## src/design/wdog_pkg.sv

```systemverilog
// Package for the board watchdog: period selection codes and timing counts.
// Assumes a single 200 MHz board clock.
package wdog_pkg;

	// ----------------------------------------
	// Clock and time base
	// ----------------------------------------
	localparam int unsigned CLK_HZ            = 200_000_000;
	localparam int unsigned CLK_PERIOD_PS     = 5000;
	localparam int unsigned SECOND_MS         = 1000;
	localparam int unsigned CYCLES_PER_SECOND = SECOND_MS * (CLK_HZ / 1000);

	// ----------------------------------------
	// Period selection
	// ----------------------------------------
	typedef enum logic [1:0] {
		PERIOD_2S   = 2'h0,
		PERIOD_10S  = 2'h1,
		PERIOD_50S  = 2'h2,
		PERIOD_255S = 2'h3
	} period_sel_t;

	localparam logic [7:0] PERIOD_2_SEC   = 8'h02;
	localparam logic [7:0] PERIOD_10_SEC  = 8'h0A;
	localparam logic [7:0] PERIOD_50_SEC  = 8'h32;
	localparam logic [7:0] PERIOD_255_SEC = 8'hFF;
	localparam int unsigned SEC_W         = 8;

	// ----------------------------------------
	// Reset values and output pulse
	// ----------------------------------------
	localparam period_sel_t PERIOD_RESET   = PERIOD_2S;
	localparam int unsigned RESET_PULSE_CY = 16;

	// Watchdog arm states
	typedef enum logic [1:0] {
		ST_PASSIVE = 2'b00,
		ST_ACTIVE  = 2'b01,
		ST_FIRED   = 2'b10
	} wd_state_t;

	// Period code to whole seconds, used by core and checks
	function automatic logic [7:0] period_seconds(input period_sel_t sel);
		case (sel)
			PERIOD_2S:   period_seconds = PERIOD_2_SEC;
			PERIOD_10S:  period_seconds = PERIOD_10_SEC;
			PERIOD_50S:  period_seconds = PERIOD_50_SEC;
			PERIOD_255S: period_seconds = PERIOD_255_SEC;
			default:     period_seconds = PERIOD_2_SEC;
		endcase
	endfunction

endpackage

```

## src/design/wdog_second_tick.sv

```systemverilog
// One-second tick generator for the watchdog.
// Assumes a synchronous clear from the watchdog core; counts only when enabled.
`timescale 1ns/1ps
module wdog_second_tick #(
	parameter int unsigned CYCLES = wdog_pkg::CYCLES_PER_SECOND
) (
	input  wire logic i_clk,
	input  wire logic i_reset_n,
	input  wire logic i_ce,
	input  wire logic i_clear,
	output logic      o_tick
);
	import wdog_pkg::*;

	localparam int unsigned CNT_W = (CYCLES > 1) ? $clog2(CYCLES) : 1;
	localparam logic [CNT_W-1:0] LAST = CNT_W'(CYCLES - 1);

	logic [CNT_W-1:0] cnt_reg;
	logic [CNT_W-1:0] cnt_next;
	logic             tick_reg;
	logic             tick_next;

	// Prescaler; clear restarts the second so a trigger restarts from zero
	always_comb begin
		cnt_next  = cnt_reg;
		tick_next = 1'b0;
		if (i_clear) begin
			cnt_next = '0;
		end else if (cnt_reg == LAST) begin
			cnt_next  = '0;
			tick_next = 1'b1;
		end else begin
			cnt_next = cnt_reg + 1'b1;
		end
	end

	always_ff @(posedge i_clk or negedge i_reset_n) begin
		if (!i_reset_n) begin
			cnt_reg  <= '0;
			tick_reg <= 1'b0;
		end else if (i_ce) begin
			cnt_reg  <= cnt_next;
			tick_reg <= tick_next;
		end
	end

	assign o_tick = tick_reg;

endmodule // wdog_second_tick

```

## src/design/board_watchdog_timer.sv

```systemverilog
// Board watchdog core: passive after reset, armed by the first trigger,
// forces a full system reset when triggers stop for longer than the selected period.
// Assumes trigger and period selection come from board control logic,
// synchronous to i_clk, and that o_sys_reset feeds the board reset tree.
`timescale 1ns/1ps

// Functional notes
// Timeout period selectable among exactly 2, 10, 50 and 255 seconds.
// After system reset the watchdog is passive and does not count.
// First trigger after reset makes the watchdog active.
// Active and trigger gap exceeds period: timeout, full system reset.
// Once active stays active until reset; no disable control exists.
// New period selection accepted any time, passive or active.
// Software must trigger more often than the selected period.
// Count restarts at every trigger, whole seconds, compared to current period.
module board_watchdog_timer #(
	parameter int unsigned  CYCLES_PER_SEC = wdog_pkg::CYCLES_PER_SECOND,
	parameter int unsigned  PULSE_CYCLES   = wdog_pkg::RESET_PULSE_CY
) (
	input  wire logic                  i_clk,
	input  wire logic                  i_reset_n,
	input  wire logic                  i_ce,
	input  wire logic                  i_trigger,
	input  wire logic                  i_period_we,
	input  wire wdog_pkg::period_sel_t i_period_sel,
	output logic                       o_active,
	output wdog_pkg::period_sel_t      o_period,
	output logic [wdog_pkg::SEC_W-1:0] o_seconds,
	output logic                       o_sys_reset
);
	import wdog_pkg::*;

	localparam int unsigned PW = (PULSE_CYCLES > 1) ? $clog2(PULSE_CYCLES + 1) : 1;
	localparam logic [PW-1:0] PULSE_LEN = PW'(PULSE_CYCLES);

	// ----------------------------------------
	// State
	// ----------------------------------------
	wd_state_t        state_reg;
	wd_state_t        state_next;
	period_sel_t      period_reg;
	period_sel_t      period_next;
	logic [SEC_W-1:0] sec_reg;
	logic [SEC_W-1:0] sec_next;
	logic [PW-1:0]    pulse_reg;
	logic [PW-1:0]    pulse_next;
	logic             rst_out_reg;
	logic             rst_out_next;
	logic             active_reg;
	logic             active_next;
	logic             tick;
	logic             clear_tick;

	// Prescaler runs only while armed and is restarted by every trigger
	assign clear_tick = i_trigger || (state_reg != ST_ACTIVE);

	wdog_second_tick #(
		.CYCLES (CYCLES_PER_SEC)
	) u_tick (
		.i_clk     (i_clk),
		.i_reset_n (i_reset_n),
		.i_ce      (i_ce),
		.i_clear   (clear_tick),
		.o_tick    (tick)
	);

	// ----------------------------------------
	// Next-state logic
	// ----------------------------------------
	always_comb begin
		state_next   = state_reg;
		period_next  = period_reg;
		sec_next     = sec_reg;
		pulse_next   = pulse_reg;
		rst_out_next = 1'b0;
		// period reload anytime
		if (i_period_we) begin
			period_next = i_period_sel;
		end
		case (state_reg)
			// passive, no counting
			ST_PASSIVE: begin
				sec_next = '0;
				// arm on first trigger
				if (i_trigger) begin
					state_next = ST_ACTIVE;
				end
			end
			// no path back to passive
			ST_ACTIVE: begin
				// restart count per trigger
				if (i_trigger) begin
					sec_next = '0;
				end else if (tick) begin
					// limit is one of four periods
					// timeout when count passes period
					if (sec_reg >= period_seconds(period_reg)) begin
						state_next   = ST_FIRED;
						pulse_next   = PULSE_LEN;
						rst_out_next = 1'b1;
					end else begin
						sec_next = sec_reg + 1'b1;
					end
				end
			end
			// Holds reset until the board reset tree clears us
			ST_FIRED: begin
				if (pulse_reg > 1) begin
					pulse_next   = pulse_reg - 1'b1;
					rst_out_next = 1'b1;
				end else begin
					pulse_next   = '0;
					rst_out_next = 1'b1;
				end
			end
			default: begin
				state_next = ST_PASSIVE;
			end
		endcase
		// Armed flag registered so the output needs no decode
		active_next = (state_next != ST_PASSIVE);
	end

	// ----------------------------------------
	// Registers
	// ----------------------------------------
	// Registers; asynchronous reset returns everything to passive
	always_ff @(posedge i_clk or negedge i_reset_n) begin
		if (!i_reset_n) begin
			state_reg   <= ST_PASSIVE;
			period_reg  <= PERIOD_RESET;
			sec_reg     <= '0;
			pulse_reg   <= '0;
			rst_out_reg <= 1'b0;
			active_reg  <= 1'b0;
		end else if (i_ce) begin
			state_reg   <= state_next;
			period_reg  <= period_next;
			sec_reg     <= sec_next;
			pulse_reg   <= pulse_next;
			rst_out_reg <= rst_out_next;
			active_reg  <= active_next;
		end
	end

	// ----------------------------------------
	// Outputs
	// ----------------------------------------
	// Outputs straight from flip-flops
	assign o_active    = active_reg;
	assign o_period    = period_reg;
	assign o_seconds   = sec_reg;
	assign o_sys_reset = rst_out_reg;

	// Period limit rebuilt from the constants, apart from the core's decode
	logic [SEC_W-1:0] chk_limit;
	assign chk_limit = (period_reg == PERIOD_2S)  ? PERIOD_2_SEC :
		(period_reg == PERIOD_10S) ? PERIOD_10_SEC :
		(period_reg == PERIOD_50S) ? PERIOD_50_SEC : PERIOD_255_SEC;
endmodule // board_watchdog_timer

```

## config.mk

```make
export PLATFORM = sky130hd
export DESIGN_NAME = board_watchdog_timer
export DESIGN_NICKNAME = d
export VERILOG_FILES = /design/src/design/wdog_pkg.sv /design/src/design/wdog_second_tick.sv /design/src/design/board_watchdog_timer.sv
export SDC_FILE = /design/constraint.sdc
export NUM_CORES = 1
export LEC_CHECK = 0
export ABC_AREA = 1
export BUFFER_PORTS_ARGS = -buffer_cell sky130_fd_sc_hd__buf_2
export CAP_MARGIN = 30
export CORE_AREA = 2 2 92 94
export DETAILED_ROUTE_END_ITERATION = 8
export DIE_AREA = 0 0 94 96
export PLACE_DENSITY = 0.55
export SYNTH_ARGS = -nofsm -noshare
export SYNTH_HDL_FRONTEND = slang
export SYNTH_SLANG_ARGS = --single-unit
```

## constraint.sdc

```tcl
create_clock -name i_clk -period 2.2 [get_ports i_clk]
set_input_delay 0.22 -clock i_clk [delete_from_list [all_inputs] [get_ports i_clk]]
set_output_delay 0.22 -clock i_clk [all_outputs]
set_load 0.01 [all_outputs]
```

==> results of run 1 <==
[cells in the mapped netlist]
master      n  area share [%]
dfrtp_1    43              39
nor2_1     46             6.2
nor2_4      2            0.81
a21oi_1    11             2.0
a21o_1      1            0.27
nand2_1   104              14
o21ai_1     1            0.18
o22ai_1     1            0.23
buf_1       1            0.14
nand4_1    13             2.9
o41ai_1     1            0.32
nor3b_1     3            0.81
nand3b_1    1            0.27
inv_1      55             7.5
or2_2       1            0.23
buf_4       1            0.27
nor2_2      4            0.90
inv_2       2            0.27
o21ai_0    15             2.7
nand3_1    33             6.0
xnor2_1     1            0.32
a31oi_1     1            0.23
nor3_4      1            0.59
o31ai_1     1            0.27
ha_1       13             5.9
nand3_2     1            0.36
o21bai_1    1            0.27
clkbuf_1    3            0.41
nor3_2      1            0.36
xor2_1      9             2.8
nor3_1     14             2.5
mux2i_1     1            0.36
a21oi_2     1            0.32
buf_2       2            0.36
[tightest hold or removal path, stage by stage]
cell,delay (ps)
buf_2,80
nor2_1,30
a21oi_1,110
[power by group through the flow]
| stage | combinational (mW) | sequential (mW) | clock [mW] |
|---|---|---|---|
| final | 0.432 | 0.886 | 0.653 |
| after global routing | 0.504 | 0.895 | 0.708 |
| after CTS | 0.435 | 0.886 | 0.676 |
| after detailed placement | 0.431 | 0.902 | 0 |
| after global placement | 0.428 | 0.900 | 0 |
| after floorplan | 0.281 | 0.906 | 0 |
[cells by family (layout without fill, tap and decap cells)]
family	count (synthesis)	in the layout	share of synthesized area, %
XOR/XNOR	10	10	3.16
adder cells (fa/ha/maj)	13	13	5.87
AND/OR/NAND/NOR	224	224	36.1
multiplexers	1	1	0.361
AO/OA/AOI/OAI	34	34	6.78
buffers and inverters	64	90	8.90
flip-flops	43	43	38.8
[layout make-up]
type / count / area share, %
clock buffer: 6 / 2.62
multi-input combinational: 282 / 46.1
timing repair buffer: 25 / 5.01
inverter: 57 / 6.80
tap: 105 / 4.17
clock inverter: 2 / 1.11
sequential: 43 / 34.2
[what timing repair did]
item,in CTS,in global routing
resized for setup,0,1
setup endpoints to repair,0,1
endpoints found under the hold margin,20,0
hold buffers,1,0
[per-layer routing]
layer | GRT usage, % | vias up | wire (um)
met2 | 29.7 | 26 | 3170
met1 | 19.4 | 1125 | 3030
li1 | - | 1296 | -
met4 | 4.59 | 0 | 99
met5 | 0 | - | 0
met3 | 3.05 | 9 | 162
[worst max path at each step]
stage	slack [ps]	end	cells past startpoint
floorplan	550	o_seconds[2]$_DFFE_PN0P_	9
global placement	350	o_seconds[6]$_DFFE_PN0P_	9
detailed placement	230	o_seconds[7]$_DFFE_PN0P_	8
CTS	220	o_seconds[7]$_DFFE_PN0P_	8
global route	90	o_seconds[7]$_DFFE_PN0P_	8
finish	350	u_tick.cnt_reg[25]$_DFFE_PN0P_	9
==> results_dict.tcl, run 1 <==
set metrics [dict create \
    clkTransAtPathRegs_ps 90 \
    worstSetupPathType "flip-flop to flip-flop" \
    wl_um 6460 \
    seq_area_frac_synth_pct 38.8 \
    nets 434 \
    cts.root.buffer_cell "clkbuf_8" \
    ys_ff_latch 43 \
    cp-start-kind "flip-flop" \
    leakagePower_nw 1.55 \
    clock_power_share_pct 33.1 \
    relSlewSlack_pct 65.4 \
    synth_fp_nets 409 \
    grt_pass1_wl_um 11500 \
    antenna_found_initial 0 \
    drive_gt1_share_pct 11.1 \
    whs_ps 185 \
    synth_cell_type_count 34 \
    place_hpwl_um 5000 \
    avgSynthCellArea_um2 7.12 \
    initial_utilization_pct 34.4 \
    drt-pass1-iter-count 4 \
    placed_area_um2 3020 \
    skew_ps 8.38 \
    hp-start "i_period_sel[1]" \
    powerDensity_nw_per_um2 626 \
    tightest_slew_ps 519 \
    via_per_inst 4.72 \
    p_comb_share_pct 21.9 \
    fin_total_pwr_mw 1.97 \
    numClockSinks 43 \
    grt_pass1_vias 2484 \
    syn_area_um2 2770 \
    clockBufferDepth 2 \
    finalWorstSetupSlack_ps 348 \
    min_to "o_period[1]$_DFFE_PN0P_" \
    cts_tree "done" \
    cpLargestDelayFamily "simple AND/OR/NAND/NOR gates" \
    r2r-end "u_tick.cnt_reg[25]$_DFFE_PN0P_" \
    max-vdd-ir-drop_mv 0.226 \
    die_h_um 96 \
    seqPwrFrac_pct 44.9 \
    num_rows 33 \
    drc 0 \
    fin_area_um2 3150 \
    ant_nets 0 \
    ios 19 \
    largest_reg_flops 28 \
    gp_congestion 0.797 \
    diodes 0 \
    drt-initial-drc-count 131 \
    cts_buffers 5 \
    place_inst 511 \
    grtUsageTotal_pct 16.2 \
    hold_depth 3 \
    path_buf_inv 3 \
    setup_violations 0 \
    reg2regPathDepth 9 \
    gr-total-overflow 0 \
    place_ws_ps 234 \
    hp-class "primary input to flip-flop" \
    htree_levels 2 \
    p_sw_share_pct 31.3 \
    arrival_ps 2090 \
    vias 2456 \
    report.final.slew_viol_count 0 \
    regToRegSetupSlack_ps 350 \
    port_buffers 18 \
    period_share_pct 84.2 \
    finish.utilization_pct 39.1 \
    period_needed_ps 1850 \
    cts_setup_buffers 0 \
    drv_cap 0 \
    cp-startpoint "state_reg[1]$_DFFE_PN0P_" \
    syn_inst 389 \
    slowest_delay_ps 410 \
    cp-end-kind "flip-flop" \
    fillers 871 \
    power_switching_uw 617 \
    crit_chain "inv_1 -> ha_1 -> inv_1 -> nor2_4 -> buf_4 -> nand2_1 -> nand2_1 -> o21ai_0 -> nor2_1" \
    wl_per_cell_um 12.4 \
    multi_input_area_um2 1450 \
    cp.required_ps 2440 \
    outcome "finished clean" \
    most-common-layout-cells "nand2_1 (103), inv_1 (55), nor2_1 (46)" \
    grt_max_degree 24 \
    r2r-start "state_reg[1]$_DFFE_PN0P_" \
    die_w_um 94 \
    p_int_mw 1.35 \
    worstPathMaxFanout 10 \
    area_growth_pct 13.6 \
    hold_viol_final 0 \
    final_cell_count_no_fill 520 \
    ys_warn_count 0 \
    clk_latency_ps 300 \
    dieArea_um2 9020 \
    fmax_mhz 540 \
    coreArea_um2 8050 \
    rsz0062_at_grt "no" \
    tns_ps 0 \
    critPathSlowestCell "dfrtp_1" \
    regArea_um2 1080 \
    final_common_cell "nand2_1" \
]
No activity file was read; power rests on OpenSTA's default activity.
==> inputs of run 2 (changes only) <==
clock period = 1.8 ns   (was 2.2 ns; I/O delays follow)
==> results_dict.tcl, run 2 (synthesized netlist as in run 1, its figures left out) <==
set metrics [dict create \
    cp_common_cell "nand2_2" \
    drv_cap 0 \
    hp-class "primary input to flip-flop" \
    fin_total_pwr_mw 2.39 \
    leakagePower_nw 1.64 \
    worstPathMaxFanout 6 \
    gr-total-overflow 0 \
    final_common_cell "nand2_1" \
    worstSetupPathType "flip-flop to flip-flop" \
    drt-pass1-iter-count 4 \
    antenna_found_initial 0 \
    drt-initial-drc-count 105 \
    grt_pass1_vias 2485 \
    fmax_mhz 572 \
    setup_violations 0 \
    place_hpwl_um 4990 \
    crit_chain "nand2_4 -> inv_2 -> ha_4 -> inv_2 -> nand2_2 -> nand2_1 -> nand2_1 -> nand2_2 -> nand4_1 -> nand2_2 -> buf_6 -> nand2_4 -> a21oi_2" \
    grt_pass1_wl_um 11300 \
    diodes 0 \
    cts_buffers 5 \
    vias 2558 \
    critPathSlowestCell "dfrtp_1" \
    report.final.slew_viol_count 0 \
    wl_per_cell_um 12.0 \
    cp.required_ps 2040 \
    tns_ps 0 \
    cp-start-kind "flip-flop" \
    period_share_pct 97.1 \
    die_w_um 94 \
    powerDensity_nw_per_um2 708 \
    relSlewSlack_pct 65.3 \
    cts.root.buffer_cell "clkbuf_8" \
    die_h_um 96 \
    tightest_slew_ps 520 \
    drc 0 \
    coreArea_um2 8050 \
    hold_viol_final 0 \
    cp-end-kind "flip-flop" \
    clkTransAtPathRegs_ps 90 \
    path_buf_inv 3 \
    most-common-layout-cells "nand2_1 (95), inv_1 (51), dfrtp_1 (43)" \
    wl_um 6490 \
    htree_levels 2 \
    dieArea_um2 9020 \
    nets 453 \
    arrival_ps 1990 \
    ios 19 \
    drive_gt1_share_pct 20.5 \
    initial_utilization_pct 34.4 \
    max-vdd-ir-drop_mv 0.276 \
    grt_max_degree 24 \
    numClockSinks 43 \
    period_needed_ps 1750 \
    num_rows 33 \
    cpLargestDelayFamily "simple AND/OR/NAND/NOR gates" \
    via_per_inst 4.75 \
    cts_tree "done" \
    grtUsageTotal_pct 15.7 \
    clockBufferDepth 2 \
    area_growth_pct 22.0 \
    gp_congestion 0.859 \
    ant_nets 0 \
    slowest_delay_ps 430 \
    clk_latency_ps 300 \
    port_buffers 18 \
    outcome "finished clean" \
    skew_ps 11.0 \
    largest_reg_flops 28 \
    rsz0062_at_grt "yes" \
]
-- run 2: changes by cell type in the layout (fill, tap and decap cells not counted), moves of 4 or more --
cell	change
ha_1	-5
inv_2	+4
o21ai_1	+5
buf_4	+16
o21ai_0	-5
inv_1	-4
nand2_2	+6
ha_4	+4
nand2_1	-8
nor2_1	-4
nor2_2	+4
-- run 2: metrics by stage --
| stage | util (%) | setup WS [ps] | hold WS, ps | std cells | cell area (um^2) |
|---|---|---|---|---|---|
| after floorplan | - | 154 | -116 | 389 | 2770 |
| after global placement | 39.1 | 11.3 | 187 | 528 | 3140 |
| after detailed placement | 39.1 | 7.53 | 190 | 528 | 3140 |
| after CTS | 40.3 | 34.9 | 125 | 537 | 3240 |
| after global routing | 42.0 | -76.0 | 144 | 539 | 3380 |
| final | 42.0 | 52.1 | 127 | 539 | 3380 |
-- run 2: path summary, 6_finish.rpt --
path                                         start                              to  slack (ps)  cells after the start
setup / recovery           o_period[0]$_DFFE_PN0P_        o_seconds[2]$_DFFE_PN0P_          50                     13
max in group asynchronous                i_reset_n  u_tick.cnt_reg[14]$_DFFE_PN0P_         920                      3
setup reg to reg           o_period[0]$_DFFE_PN0P_        o_seconds[2]$_DFFE_PN0P_          50                     13
hold reg to reg            o_sys_reset$_DFFE_PN0P_         o_sys_reset$_DFFE_PN0P_         480                      2
hold / removal                     i_period_sel[0]         o_period[0]$_DFFE_PN0P_         130                      3
min in group asynchronous                i_reset_n        o_seconds[5]$_DFFE_PN0P_         380                      2
-- run 2: where the power goes --
group | internal (mW) | switching, mW
Clock | 0.272 | 0.350
Combinational | 0.274 | 0.426
Sequential | 1.02 | 0.0457
-- run 2: timing repair --
action                                 4_1_cts  5_1_grt
endpoints found under the hold margin       20        0
hold buffers                                 1        0
setup endpoints to repair                    2       17
pin swaps                                    0       12
setup buffers                                0        2
gates resized for setup                      1       35
-- run 2: layer usage --
| layer | GRT usage [%] | vias up | share of wire [%] |
|---|---|---|---|
| met3 | 2.66 | 9 | 2.9 |
| met1 | 20.7 | 1186 | 48 |
| met5 | 0 | - | 0 |
| li1 | - | 1335 | - |
| met2 | 26.2 | 28 | 47 |
| met4 | 5.68 | 0 | 1.7 |
-- run 2: worst reg2reg max path, delay by kind of cell (launching register included) --
kind | cells | cell delay, ps
AO/OA/AOI/OAI | 1 | 120
buffers and inverters | 3 | 240
AND/OR/NAND/NOR | 8 | 660
adder cells (fa/ha/maj) | 1 | 230
flip-flops | 1 | 430
-- run 2: final cells by class --
| type | count | area, um^2 |
|---|---|---|
| Fill cell | 849 | 4670 |
| Multi-Input combinational cell | 282 | 1560 |
| Sequential cell | 43 | 1080 |
| Timing Repair Buffer | 44 | 312 |
| Inverter | 57 | 214 |
| Tap cell | 105 | 131 |
| Clock buffer | 6 | 72.6 |
| Clock inverter | 2 | 12.5 |
